===== src/shared/adt_regs.svh =====
// constants for the analog differential trigger: widths, ranges, resets
// assumes inclusion by bare name from package and design files
`ifndef ADT_REGS_SVH
`define ADT_REGS_SVH
`define ADT_IN_W 16
`define ADT_GAIN_W 12
`define ADT_OFFS_W 16
`define ADT_THR_W 16
`define ADT_ACC_W 32
`define ADT_GAIN_MIN (-1000)
`define ADT_GAIN_MAX 1000
`define ADT_GAIN_SCALE 100
`define ADT_OFFS_MIN (-10000)
`define ADT_OFFS_MAX 10000
`define ADT_THR_MIN (-20000)
`define ADT_THR_MAX 20000
`define ADT_DEC_MAX 3
`define ADT_OUT_RST 1'h0
`endif


===== src/shared/adt_pkg.sv =====
// types for the analog differential trigger
// assumes adt_regs.svh is on the include path
`include "adt_regs.svh"
package adt_pkg;
  typedef enum logic [0:0] {
    ADT_MODE_HYST = 1'b0,
    ADT_MODE_WIN = 1'b1
  } adt_mode_t;
  typedef struct packed {
    logic trig_out;
    logic signed [`ADT_ACC_W-1:0] scaled;
    logic signed [`ADT_ACC_W-1:0] off_thr;
    adt_mode_t mode;
    logic [1:0] decimals;
    logic cfg_err;
  } adt_state_t;
endpackage : adt_pkg


===== src/hw/adt_trigger.sv =====
// analog differential trigger: scaled value against on/off thresholds
// assumes all inputs come from logic on clk_sys; no pin synchronisers
`timescale 1ns/1ps
`include "adt_regs.svh"
module adt_trigger
  import adt_pkg::*;
#(
  parameter int IN_W = `ADT_IN_W
) (
  input wire logic clk_sys,
  input wire logic nrst,
  input wire logic eval_en,
  input wire logic signed [IN_W-1:0] analog_input,
  // scaling settings, gain in hundredths
  input wire logic signed [`ADT_GAIN_W-1:0] gain,
  input wire logic signed [`ADT_OFFS_W-1:0] zero_offset,
  // threshold settings and display decimals
  input wire logic signed [`ADT_THR_W-1:0] on_thr,
  input wire logic signed [`ADT_THR_W-1:0] diff_val,
  input wire logic [1:0] decimals,
  // registered results
  output logic trig_out,
  output logic signed [`ADT_ACC_W-1:0] scaled_value,
  output logic signed [`ADT_ACC_W-1:0] off_thr,
  output logic window_mode,
  output logic [1:0] display_decimals,
  output logic cfg_err
);

  adt_state_t st;
  adt_state_t next_st;

  // clamp a setting into its legal signed range
  function automatic logic signed [`ADT_ACC_W-1:0] clamp(
    input logic signed [`ADT_ACC_W-1:0] v,
    input logic signed [`ADT_ACC_W-1:0] lo,
    input logic signed [`ADT_ACC_W-1:0] hi
  );
    logic signed [`ADT_ACC_W-1:0] r;
    r = v;
    if (v < lo) begin
      r = lo;
    end else if (v > hi) begin
      r = hi;
    end
    return r;
  endfunction : clamp

  function automatic logic in_range(
    input logic signed [`ADT_ACC_W-1:0] v,
    input logic signed [`ADT_ACC_W-1:0] lo,
    input logic signed [`ADT_ACC_W-1:0] hi
  );
    logic lo_ok;
    logic hi_ok;
    lo_ok = (v >= lo);
    hi_ok = (v <= hi);
    return lo_ok && hi_ok;
  endfunction : in_range

  // gain in hundredths, truncating toward zero
  function automatic logic signed [`ADT_ACC_W-1:0] scale_val(
    input logic signed [`ADT_ACC_W-1:0] x,
    input logic signed [`ADT_ACC_W-1:0] g,
    input logic signed [`ADT_ACC_W-1:0] o
  );
    logic signed [`ADT_ACC_W-1:0] p;
    // clamped 16x11 bit product always fits the accumulator
    p = x * g;
    // signed divide keeps the sign of the product
    p = p / `ADT_GAIN_SCALE;
    return p + o;
  endfunction : scale_val

  // band test, on inclusive, off exclusive
  function automatic logic win_hit(
    input logic signed [`ADT_ACC_W-1:0] v,
    input logic signed [`ADT_ACC_W-1:0] on_v,
    input logic signed [`ADT_ACC_W-1:0] off_v
  );
    logic lo_ok;
    logic hi_ok;
    lo_ok = (v >= on_v);
    hi_ok = (v < off_v);
    return lo_ok && hi_ok;
  endfunction : win_hit

  // set above on, clear at or below off, else hold
  function automatic logic hyst_next(
    input logic signed [`ADT_ACC_W-1:0] v,
    input logic signed [`ADT_ACC_W-1:0] on_v,
    input logic signed [`ADT_ACC_W-1:0] off_v,
    input logic prev
  );
    logic r;
    r = prev;
    // set tested first: with zero differential above on wins
    if (v > on_v) begin
      r = 1'h1;
    end else if (v <= off_v) begin
      r = 1'h0;
    end
    return r;
  endfunction : hyst_next

  function automatic adt_mode_t mode_of(
    input logic signed [`ADT_ACC_W-1:0] d
  );
    adt_mode_t m;
    m = ADT_MODE_HYST;
    if (d > 0) begin
      m = ADT_MODE_WIN;
    end
    return m;
  endfunction : mode_of

  // widened copies of the raw settings
  logic signed [`ADT_ACC_W-1:0] g_raw;
  logic signed [`ADT_ACC_W-1:0] o_raw;
  logic signed [`ADT_ACC_W-1:0] on_raw;
  logic signed [`ADT_ACC_W-1:0] d_raw;
  logic signed [`ADT_ACC_W-1:0] x_w;
  // clamped copies used by scaling and every trigger compare; range checks use the raw copies
  logic signed [`ADT_ACC_W-1:0] g_c;
  logic signed [`ADT_ACC_W-1:0] o_c;
  logic signed [`ADT_ACC_W-1:0] on_c;
  logic signed [`ADT_ACC_W-1:0] d_c;
  logic signed [`ADT_ACC_W-1:0] val;
  logic signed [`ADT_ACC_W-1:0] offv;
  logic bad_gain;
  logic bad_offs;
  logic bad_on;
  logic bad_diff;
  logic bad;
  adt_mode_t mode_sel;

  always_comb begin
    next_st = st;
    g_raw = `ADT_ACC_W'(gain);
    o_raw = `ADT_ACC_W'(zero_offset);
    on_raw = `ADT_ACC_W'(on_thr);
    d_raw = `ADT_ACC_W'(diff_val);
    x_w = `ADT_ACC_W'(analog_input);

    bad_gain = !in_range(g_raw, `ADT_GAIN_MIN, `ADT_GAIN_MAX);
    bad_offs = !in_range(o_raw, `ADT_OFFS_MIN, `ADT_OFFS_MAX);
    bad_on = !in_range(on_raw, `ADT_THR_MIN, `ADT_THR_MAX);
    bad_diff = !in_range(d_raw, `ADT_THR_MIN, `ADT_THR_MAX);
    bad = bad_gain || bad_offs || bad_on || bad_diff;

    // clamped so a bad setting stays inside the legal span
    g_c = clamp(g_raw, `ADT_GAIN_MIN, `ADT_GAIN_MAX);
    o_c = clamp(o_raw, `ADT_OFFS_MIN, `ADT_OFFS_MAX);
    on_c = clamp(on_raw, `ADT_THR_MIN, `ADT_THR_MAX);
    d_c = clamp(d_raw, `ADT_THR_MIN, `ADT_THR_MAX);

    // working value from clamped gain and offset
    val = scale_val(x_w, g_c, o_c);
    offv = on_c + d_c;
    mode_sel = mode_of(d_c);

    if (eval_en) begin
      next_st.scaled = val;
      next_st.off_thr = offv;
      next_st.cfg_err = bad;
      next_st.decimals = decimals;
      next_st.mode = mode_sel;
      if (mode_sel == ADT_MODE_WIN) begin
        next_st.trig_out = win_hit(val, on_c, offv);
      end else begin
        next_st.trig_out = hyst_next(val, on_c, offv, st.trig_out);
      end
    end
  end

  // registered once per enabled cycle, reset clears
  always_ff @(posedge clk_sys or negedge nrst) begin
    if (!nrst) begin
      st.trig_out <= `ADT_OUT_RST;
      st.scaled <= '0;
      st.off_thr <= '0;
      st.mode <= ADT_MODE_HYST;
      st.decimals <= 2'h0;
      st.cfg_err <= 1'h0;
    end else begin
      st <= next_st;
    end
  end

  // every output is a bare state field, no logic after the flops
  assign trig_out = st.trig_out;
  assign scaled_value = st.scaled;
  assign off_thr = st.off_thr;
  assign window_mode = st.mode;
  assign display_decimals = st.decimals;
  assign cfg_err = st.cfg_err;

endmodule : adt_trigger


===== config.mk =====
export PLATFORM = sky130hd
export DESIGN_NAME = adt_trigger
export DESIGN_NICKNAME = d
export VERILOG_FILES = /design/src/shared/adt_pkg.sv /design/src/hw/adt_trigger.sv
export VERILOG_INCLUDE_DIRS = /design/src /design/src/shared
export SDC_FILE = /design/constraint.sdc
export NUM_CORES = 1
export LEC_CHECK = 0
export BUFFER_PORTS_ARGS = -buffer_cell sky130_fd_sc_hd__buf_2
export CORE_ASPECT_RATIO = 0.8
export CORE_MARGIN = 5
export CORE_UTILIZATION = 40
export CTS_CLUSTER_DIAMETER = 30
export DETAILED_ROUTE_END_ITERATION = 6
export PLACE_DENSITY_LB_ADDON = 0.2
export SLEW_MARGIN = 0
export SYNTH_ARGS = -nofsm -noshare
export SYNTH_HDL_FRONTEND = slang
export SYNTH_SLANG_ARGS = --single-unit

===== constraint.sdc =====
create_clock -name clk_sys -period 1.55 [get_ports clk_sys]
set_input_delay 0.31 -clock clk_sys [delete_from_list [all_inputs] [get_ports clk_sys]]
set_output_delay 0.31 -clock clk_sys [all_outputs]
set_load 0.02 [all_outputs]

## After elaboration in Yosys (flattened, before gate mapping)

Index checks and enable logic that the tools add are counted.

| operators by class | value |
|---|---|
| muxes and demuxes | 12 |
| $lt $le $gt $ge | 21 |
| add/subtract/negate cells | 2 |
| $mul | 1 |
| div/mod/pow operators | 1 |
| reduce and logical (&&, ||, !) cells | 14 |

Operators with widths:

| kind | count |
|---|---|
| two-way mux 32 bit | 8 |
| adder 32 bit | 2 |
| divider 32 x 8 -> 32 bit, second input constant | 1 |
| greater-or-equal comparator 16 bit, second input constant | 2 |
| greater-or-equal comparator 32 bit | 1 |
| > comparator 16 bit, second input constant | 2 |
| > comparator 32 x 1 -> 1 bit, second input constant | 1 |
| > comparator 32 bit | 1 |
| less-or-equal comparator 16 bit, second input constant | 2 |
| less-or-equal comparator 32 bit | 1 |
| < comparator 16 bit, second input constant | 2 |
| < comparator 32 bit | 1 |
| multiplier 16 x 32 -> 32 bit | 1 |
| greater-or-equal comparator 16 x 15 -> 1 bit, second input constant | 1 |
| > comparator 16 x 15 -> 1 bit, second input constant | 1 |
| less-or-equal comparator 16 x 15 -> 1 bit, second input constant | 1 |
| < comparator 16 x 15 -> 1 bit, second input constant | 1 |
| greater-or-equal comparator 12 x 11 -> 1 bit, second input constant | 1 |
| > comparator 12 x 11 -> 1 bit, second input constant | 1 |
| less-or-equal comparator 12 x 11 -> 1 bit, second input constant | 1 |
| < comparator 12 x 11 -> 1 bit, second input constant | 1 |
| logical AND 1 bit | 5 |
| logical NOT 1 bit | 4 |
| two-way mux 1 bit | 4 |
| 3 further kinds | 5 |

| storage, ports and cells | value |
|---|---|
| bits of input ports | 81 |
| word-level logic and storage cells | 57 |
| bits in registers | 69 |
| output and inout bits | 69 |

## Depth between registers and ports, before layout

Gate-level depths: netlist of run 1.

| depth | value |
|---|---|
| word-level depth | 10 |
| depth in mapped cells | 146 |
| gate-level depth less buffers | 129 |

## Least setup slack after synthesis of run 1

No wires, ideal clock.

| timing path | value |
|---|---|
| path type | input -> register |
| from | input gain[3] |
| to | register trig_out (netlist name) |
| arrival | 29.113 ns |
| path slack | -27.645 ns |
| data required time | 1.467 ns |
| stages | 132 |
| buffers on the path | 8 |
| cells stage by stage | nor4b_1 > a211oi_1 > nor2_1 > nor2_1 > o21a_1 > clkbuf_1 > nand2_1 > fa_1 > inv_1 > fa_1 > fa_1 > fa_1 > fa_1 > inv_1 > fa_1 > inv_1 > ha_1 > clkbuf_1 > [96 not listed] > a21oi_1 > o21bai_1 > a21oi_1 > o21bai_1 > a21oi_1 > o21bai_1 > a21oi_1 > xor2_1 > xnor2_2 > ha_1 > nand4_1 > or3_1 > a31oi_1 > or3_1 > mux2i_1 > o41ai_1 > nand2_1 > o21ai_0 |

| between the ends | value |
|---|---|
| word-level cells in the longest chain between the ends | 9 |

RTL lines:

| item | line | RTL |
|---|---|---|
| start, declared | adt_trigger.sv:15 | `` input wire logic signed [`ADT_GAIN_W-1:0] gain, `` |
| > comparator 12 x 11 -> 1 bit | adt_trigger.sv:43 | `end else if (v > hi) begin` |
| two-way mux 32 bit | adt_trigger.sv:43 |  |
| two-way mux 32 bit * | adt_trigger.sv:41 | `if (v < lo) begin` |
| multiplier 16 x 32 -> 32 bit * | adt_trigger.sv:69 | `p = x * g;` |
| divider 32 x 8 -> 32 bit (no source line) * | n/a |  |
| adder 32 bit * | adt_trigger.sv:72 | `return p + o;` |
| via val[31] | adt_trigger.sv:128 | `` logic signed [`ADT_ACC_W-1:0] val; `` |
| > comparator 32 bit, or another cell as far along | adt_trigger.sv:98 | `if (v > on_v) begin` |
| nonzero test 3 bit (no source line), or another cell as far along | n/a |  |
| AND reduction 2 bit (no source line) or two-way mux 1 bit (tied branches) | n/a |  |

Mark *: on every way through the listed nets, which the timed path passes. The rest lies on a longest branch.
A chain may end at the register's enable or synchronous reset.

## Worst setup path in the final report of run 1

| timing path | value |
|---|---|
| from | input gain[0] |
| to | register trig_out (netlist name) |

| between the ends | value |
|---|---|
| word-level cells in the longest chain between the ends | 9 |

RTL lines:

| item | line |
|---|---|
| > comparator 12 x 11 -> 1 bit | adt_trigger.sv:43 |
| two-way mux 32 bit | adt_trigger.sv:43 |
| two-way mux 32 bit * | adt_trigger.sv:41 |
| multiplier 16 x 32 -> 32 bit * | adt_trigger.sv:69 |
| divider 32 x 8 -> 32 bit (no source line) * | n/a |
| adder 32 bit * | adt_trigger.sv:72 |
| via val[30] | adt_trigger.sv:128 |
| > comparator 32 bit, or another cell as far along | adt_trigger.sv:98 |
| nonzero test 3 bit (no source line), or another cell as far along | n/a |
| AND reduction 2 bit (no source line) or two-way mux 1 bit (tied branches) | n/a |

Marked as above.

==> metrics.md, run 1 <==
| Metric | Value |
|---|---|
| Status | complete, but fails checks |
| Failing checks | setup timing |
| Placed Instances | 4862 |
| WS Path Type | input pin to register |
| CP max stage delay | 0.64 ns |
| CTS Root Cell | clkbuf_16 |
| Yosys warns | 0 |
| Metal3 WL | 3935 µm |
| Synth-to-Final Area Change | 64.13% |
| Clock Latency Late Sink | approximately 0.34 ns |
| CP required | 1.82 ns |
| Die Y | 228.4 µm |
| Pins Over Slew Limit | 0 |
| Routed WL | just under 90000 µm |
| # clock sinks | 69 |
| Layout cells sized above 1 | 47.96% |
| RSZ-0062 raised after global routing | true |
| Critical-path maximum fanout | 10 |
| Vias | 27.71k |
| Grt ovf | 0 |
| Vias in the first global route | 28.34k |
| Largest net degree at the start of global routing | 70 |
| # nets final | 4795 |
| Worst hold path class | input pin to register |
| Initial Util | 40.18% |
| Slew headroom | 56.97% |
| Most frequent cells in the layout | buf_4 (1160), inv_1 (334), nand2_1 (249) |
| Antenna viol nets, final | 0 |
| Syn_nets | 3492 |
| Fin area | 39150 µm² |
| FMAX | between 30 and 40 MHz |
| Port buffer count | roughly 150 |
| Top FF cell, synth | dfrtp_1 |
| Placeable Area | between 50000 and 60000 µm² |
| Worst-Margin Slew | 0.6409 ns |
| Routed WL per cell | 17.41 µm |
| Layout Cells excl Fill | 5086 |
| First-pass GRT wire length | 141800 µm |
| CTS tree | yes |
| Via density | 5.448 |
| Final worst setup slack | -26.63 ns |
| Critical path launch point type | input pin |
| # IOs | 150 |
| WL met2 | 42680 µm |
| Routability-driven placement congestion ratio | ~0.93 |
| Top sig layer | met4 |
| Post-place instance area | 34090 µm² |
| FP Rows | 80 |
| Arr. time, crit path | 28.45 ns |
| Chip width | 283.0 µm |
| Final HPWL DP | 70720 µm |
| Worst slack, placed | -27.91 ns |
| Die area | between 60000 and 70000 µm² |
| Seq/Total Area, Yosys | 7.240% |
| Slowest cell on crit path | fa_1 |
| Fin Clk Skew | 0 ns |
| Buf+Inv Stages, Crit Path | 22 |
| Initial antenna violation count | 1 |
| GRT Overall Usage | 25.61% |
| Commonest non-fill, non-tap cell in the layout | buf_4 |
| H-tree levels | 3 |
| Crit path capture type | register |
| Syn Inst Count | 2998 |
| Yosys reg bits | between 60 and 70 |
| Fin crit period | around 28 ns |
| Delay-heaviest family, CP | compound AO/OA/AOI/OAI gates |
| Syn avg cell area | 7.955 µm² |
| CTS Buf Count | 9 |
| Number of setup violations in the final report | 67 |
| FF-to-FF setup slack | 0.73 ns |
| Iteration-0 DRC Markers | roughly 1.7k |
| Post-synth EDFFs | 0 |
| Drc violations | 0 |
| Mapped Area | 23850 µm² |
| Final period util | 1818% |
| CTS Buffer Depth | 2 |
| Drt pass-1 iters | 5 |
| Async SR Flop Fraction | 100.0% |
| Post-synth cell types | 129 |
| CTS clk-pin slew, worst paths | 0.07 ns |
| Final Hold Fails | 0 |
| Max_cap viols | 0 |
| Metal-1 WL | 40480 µm |
==> flip-flops by register name, indices dropped and copies added, names as in the netlist <==
name,cells
scaled_value,32
cfg_err,1
off_thr,32
trig_out,1
window_mode,1
display_decimals,2
==> stage by stage <==
| step | utilization (%) | hold slack (ns) | setup TNS (ns) |
|---|---|---|---|
| CTS | 61.28 | 0.1926 | -840.54 |
| global route | 65.95 | 0.1924 | -895.87 |
| floorplan | - | 0.01441 | -827.42 |
| global placement | 57.43 | 0.3520 | -888.33 |
| detailed placement | 57.43 | 0.3638 | -910.36 |
| finish | 65.95 | 0.2006 | -857.05 |
==> kinds of logic after synthesis <==
group	synth area share (%)
multiplexers	3.158
AO/OA/AOI/OAI	26.15
AND/OR/NAND/NOR	20.09
XOR/XNOR	6.626
buffers and inverters	7.706
flip-flops	7.240
adder cells (fa/ha/maj)	29.03
==> synthesized netlist by cell type, types with 43 or more instances <==
master	count	area, µm²
xnor2_1	108	945.9
inv_1	354	1329
nor2_1	177	664.4
o21a_1	45	337.8
xor2_1	60	525.5
a21oi_1	172	860.8
nor3_1	67	335.3
and2_1	104	650.6
nand2_1	272	1021
ha_1	190	2377
nand3_1	66	330.3
fa_1	223	4464
clkbuf_1	88	330.3
dfrtp_1	69	1727
nand4_1	43	269.0
and3_1	50	312.8
o21ai_0	117	585.6
==> what timing repair did <==
item | CTS | global route
endpoints found under the setup margin | 67 | 67
hold buffers | 1 | 0
cloned | 0 | 2
hold endpoints to repair | 12 | 0
setup buffers | 115 | 133
gates resized for setup | 213 | 428
pin swaps | 132 | 265
==> final timing paths <==
check	start	endpoint	depth (start not counted)
worst min register to register	off_thr[18]	off_thr[18]	1
min in group asynchronous	nrst	off_thr[4]	3
worst max register to register	scaled_value[10]	scaled_value[10]	1
worst min-delay path	decimals[1]	display_decimals[1]	2
worst max-delay path	gain[0]	trig_out	141
max in group asynchronous	nrst	scaled_value[26]	3
==> routing by layer <==
layer  vias to the layer above  track usage, %
li1                      13260               -
met1                     13650           36.06
met2                       692           43.78
met3                       106           2.273
met4                         0           4.334
met5                         -               0
==> layout make-up <==
class | count | area, µm²
multi-input cells | 2452 | 24000
fillers | 4903 | 20210
repair buffers | 1414 | 10810
flip-flops and latches | 69 | 1727
inverters | 355 | 1335
well taps | 779 | 974.7
clock buffers | 9 | 225.2
clock inverters | 7 | 76.32
diodes | 1 | 2.502
Power of run 1 is left out: the tool's default activity adds up to more than one toggle a clock period on the data nets, which glitch-free logic cannot reach.
==> run 2: changes to the inputs <==
--- a/config.mk
+++ b/config.mk
@@ -9,7 +9,7 @@
 export BUFFER_PORTS_ARGS = -buffer_cell sky130_fd_sc_hd__buf_2
 export CORE_ASPECT_RATIO = 0.8
 export CORE_MARGIN = 5
-export CORE_UTILIZATION = 40
+export CORE_UTILIZATION = 30
 export CTS_CLUSTER_DIAMETER = 30
 export DETAILED_ROUTE_END_ITERATION = 6
 export PLACE_DENSITY_LB_ADDON = 0.2
==> run 2 against run 1 <==
The flow still finishes with violations (setup timing). Worst hold slack worse by 0.018 ns. Setup slack gained 0.43 ns. Flip-flop and latch count unchanged. Critical path depth fell by 3. Cell count grew 4.7%. Clock-buffer cell count unchanged. Utilization fell by 17 points. Fmax is 1.5% higher. Die area up 32%. Critical path type unchanged.
==> metrics.md, run 2 (synthesis results as in run 1) <==
| Metric | Value |
|---|---|
| Status | complete, but fails checks (unchanged) |
| Failing checks | setup timing (unchanged) |
| Final Hold Fails | 0 (unchanged) |
| First-pass GRT wire length | 136900 µm (was 141800 µm) |
| Synth-to-Final Area Change | 62.54% (was 64.13%) |
| Final worst setup slack | -26.21 ns (was -26.63 ns) |
| Critical path launch point type | input pin (unchanged) |
| CP required | 1.84 ns (was 1.82 ns) |
| Vias in the first global route | 26.52k (was 28.34k) |
| Largest net degree at the start of global routing | 30 (was 70) |
| # nets final | 4778 (was 4795) |
| Buf+Inv Stages, Crit Path | 18 (was 22) |
| Final period util | 1791% (was 1818%) |
| Slew headroom | 63.53% (was 56.97%) |
| # IOs | 150 (unchanged) |
| CP max stage delay | 0.59 ns (was 0.64 ns) |
| Routability-driven placement congestion ratio | 0.9110 (was 0.9323) |
| Critical-path maximum fanout | 7 (was 10) |
| CTS tree | yes (unchanged) |
| Max_cap viols | 0 (unchanged) |
| Via density | 5.051 (was 5.448) |
| Vias | 26.90k (was 27.71k) |
| Most frequent cells in the layout | buf_4 (1192), inv_1 (339), nand2_1 (252) (was buf_4 (1160), inv_1 (334), nand2_1 (249)) |
| Delay-heaviest family, CP | compound AO/OA/AOI/OAI gates (unchanged) |
| Arr. time, crit path | 28.04 ns (was 28.45 ns) |
| Port buffer count | 149 (unchanged) |
| Initial antenna violation count | 3 (was 1) |
| Clock Latency Late Sink | 0.35 ns (was 0.34 ns) |
| Worst slack, placed | -27.70 ns (was -27.91 ns) |
| Worst-Margin Slew | 0.5420 ns (was 0.6409 ns) |
| Fin crit period | 27.76 ns (was 28.18 ns) |
| Fin Clk Skew | 0 ns (unchanged) |
| FP Rows | 92 (was 80) |
| H-tree levels | 3 (unchanged) |
| CTS Buffer Depth | 2 (unchanged) |
| GRT Overall Usage | 19.15% (was 25.61%) |
| Pins Over Slew Limit | 0 (unchanged) |
| FMAX | 36.03 MHz (was 35.48 MHz) |
| Most frequent CP cell | a21oi_2 |
| CTS Buf Count | 9 (unchanged) |
| RSZ-0062 raised after global routing | true (unchanged) |
| Drc violations | 0 (unchanged) |
| Routed WL per cell | 16.17 µm (was 17.41 µm) |
| Final HPWL DP | 70760 µm (was 70720 µm) |
| CTS Root Cell | clkbuf_16 (unchanged) |
| WS Path Type | input pin to register (unchanged) |
| Number of setup violations in the final report | 67 (unchanged) |
| Chip width | 325.2 µm (was 283.0 µm) |
| Grt ovf | 0 (unchanged) |
| Slowest cell on crit path | or4b_4 (was fa_1) |
| FF-to-FF setup slack | 0.75 ns (was 0.73 ns) |
| Worst hold path class | input pin to register (unchanged) |
| Placeable Area | 78850 µm² (was 59360 µm²) |
| Iteration-0 DRC Markers | 1613 (was 1654) |
| Crit path capture type | register (unchanged) |
| Layout cells sized above 1 | 46.86% (was 47.96%) |
| Drt pass-1 iters | 7 (was 5) |
| Die Y | 262.2 µm (was 228.4 µm) |
| # clock sinks | 69 (unchanged) |
| Routed WL | 86100 µm (was 88530 µm) |
| Initial Util | 30.25% (was 40.18%) |
| CTS clk-pin slew, worst paths | 0.07 ns (about the same) |
| Commonest non-fill, non-tap cell in the layout | buf_4 (unchanged) |
| Antenna viol nets, final | 0 (unchanged) |
| Die area | 85270 µm² (was 64640 µm²) |
-- run 2: repair_timing --
action / in CTS / in global routing
gates cloned: 0 / 1
endpoints found under the hold margin: 20 / 0
pin swaps: 124 / 191
buffers inserted: 77 / 93
endpoints found under the setup margin: 67 / 67
hold buffers: 1 / 0
gates resized for setup: 210 / 318
-- run 2: worst paths after layout --
check,from,endpoint,cells after the start
min in group asynchronous,nrst,off_thr[4],2
worst max-delay path,gain[2],trig_out,138
worst min-delay path,decimals[1],display_decimals[1],2
max in group asynchronous,nrst,off_thr[25],3
worst min register to register,off_thr[22],off_thr[22],1
worst max register to register,scaled_value[9],scaled_value[9],1
-- run 2: through the flow --
| step | hold slack, ns | cell area (µm²) | cells | setup TNS (ns) | utilization (%) |
|---|---|---|---|---|---|
| after global routing | 0.1761 | 38770 | 5326 | -882.23 | 49.16 |
| after detailed placement | 0.2539 | 34630 | 5151 | -903.20 | 43.91 |
| after floorplan | 0.01441 | 24870 | 2998 | -827.42 | - |
| final | 0.1828 | 38770 | 5326 | -839.74 | 49.16 |
| after CTS | 0.1716 | 36560 | 5245 | -834.70 | 46.37 |
| after global placement | 0.2541 | 34630 | 5151 | -895.35 | 43.91 |
-- run 2: final cells by class --
class,count,area (µm²)
diodes,3,7.507
clock buffers,9,225.2
clock inverters,7,68.82
fillers,7562,40080
inverters,355,1333
multi-input cells,2452,23640
flip-flops and latches,69,1727
well taps,1034,1294
repair buffers,1397,10480
-- run 2: per-layer routing --
metal	track usage (%)	routed length (µm)	vias to the layer above
li1	-	-	13230
met1	29.13	43490	13030
met2	30.28	38150	572
met3	1.622	3294	80
met4	2.677	1162	0
met5	0	0	-
Power of run 2 is left out for the same reason.
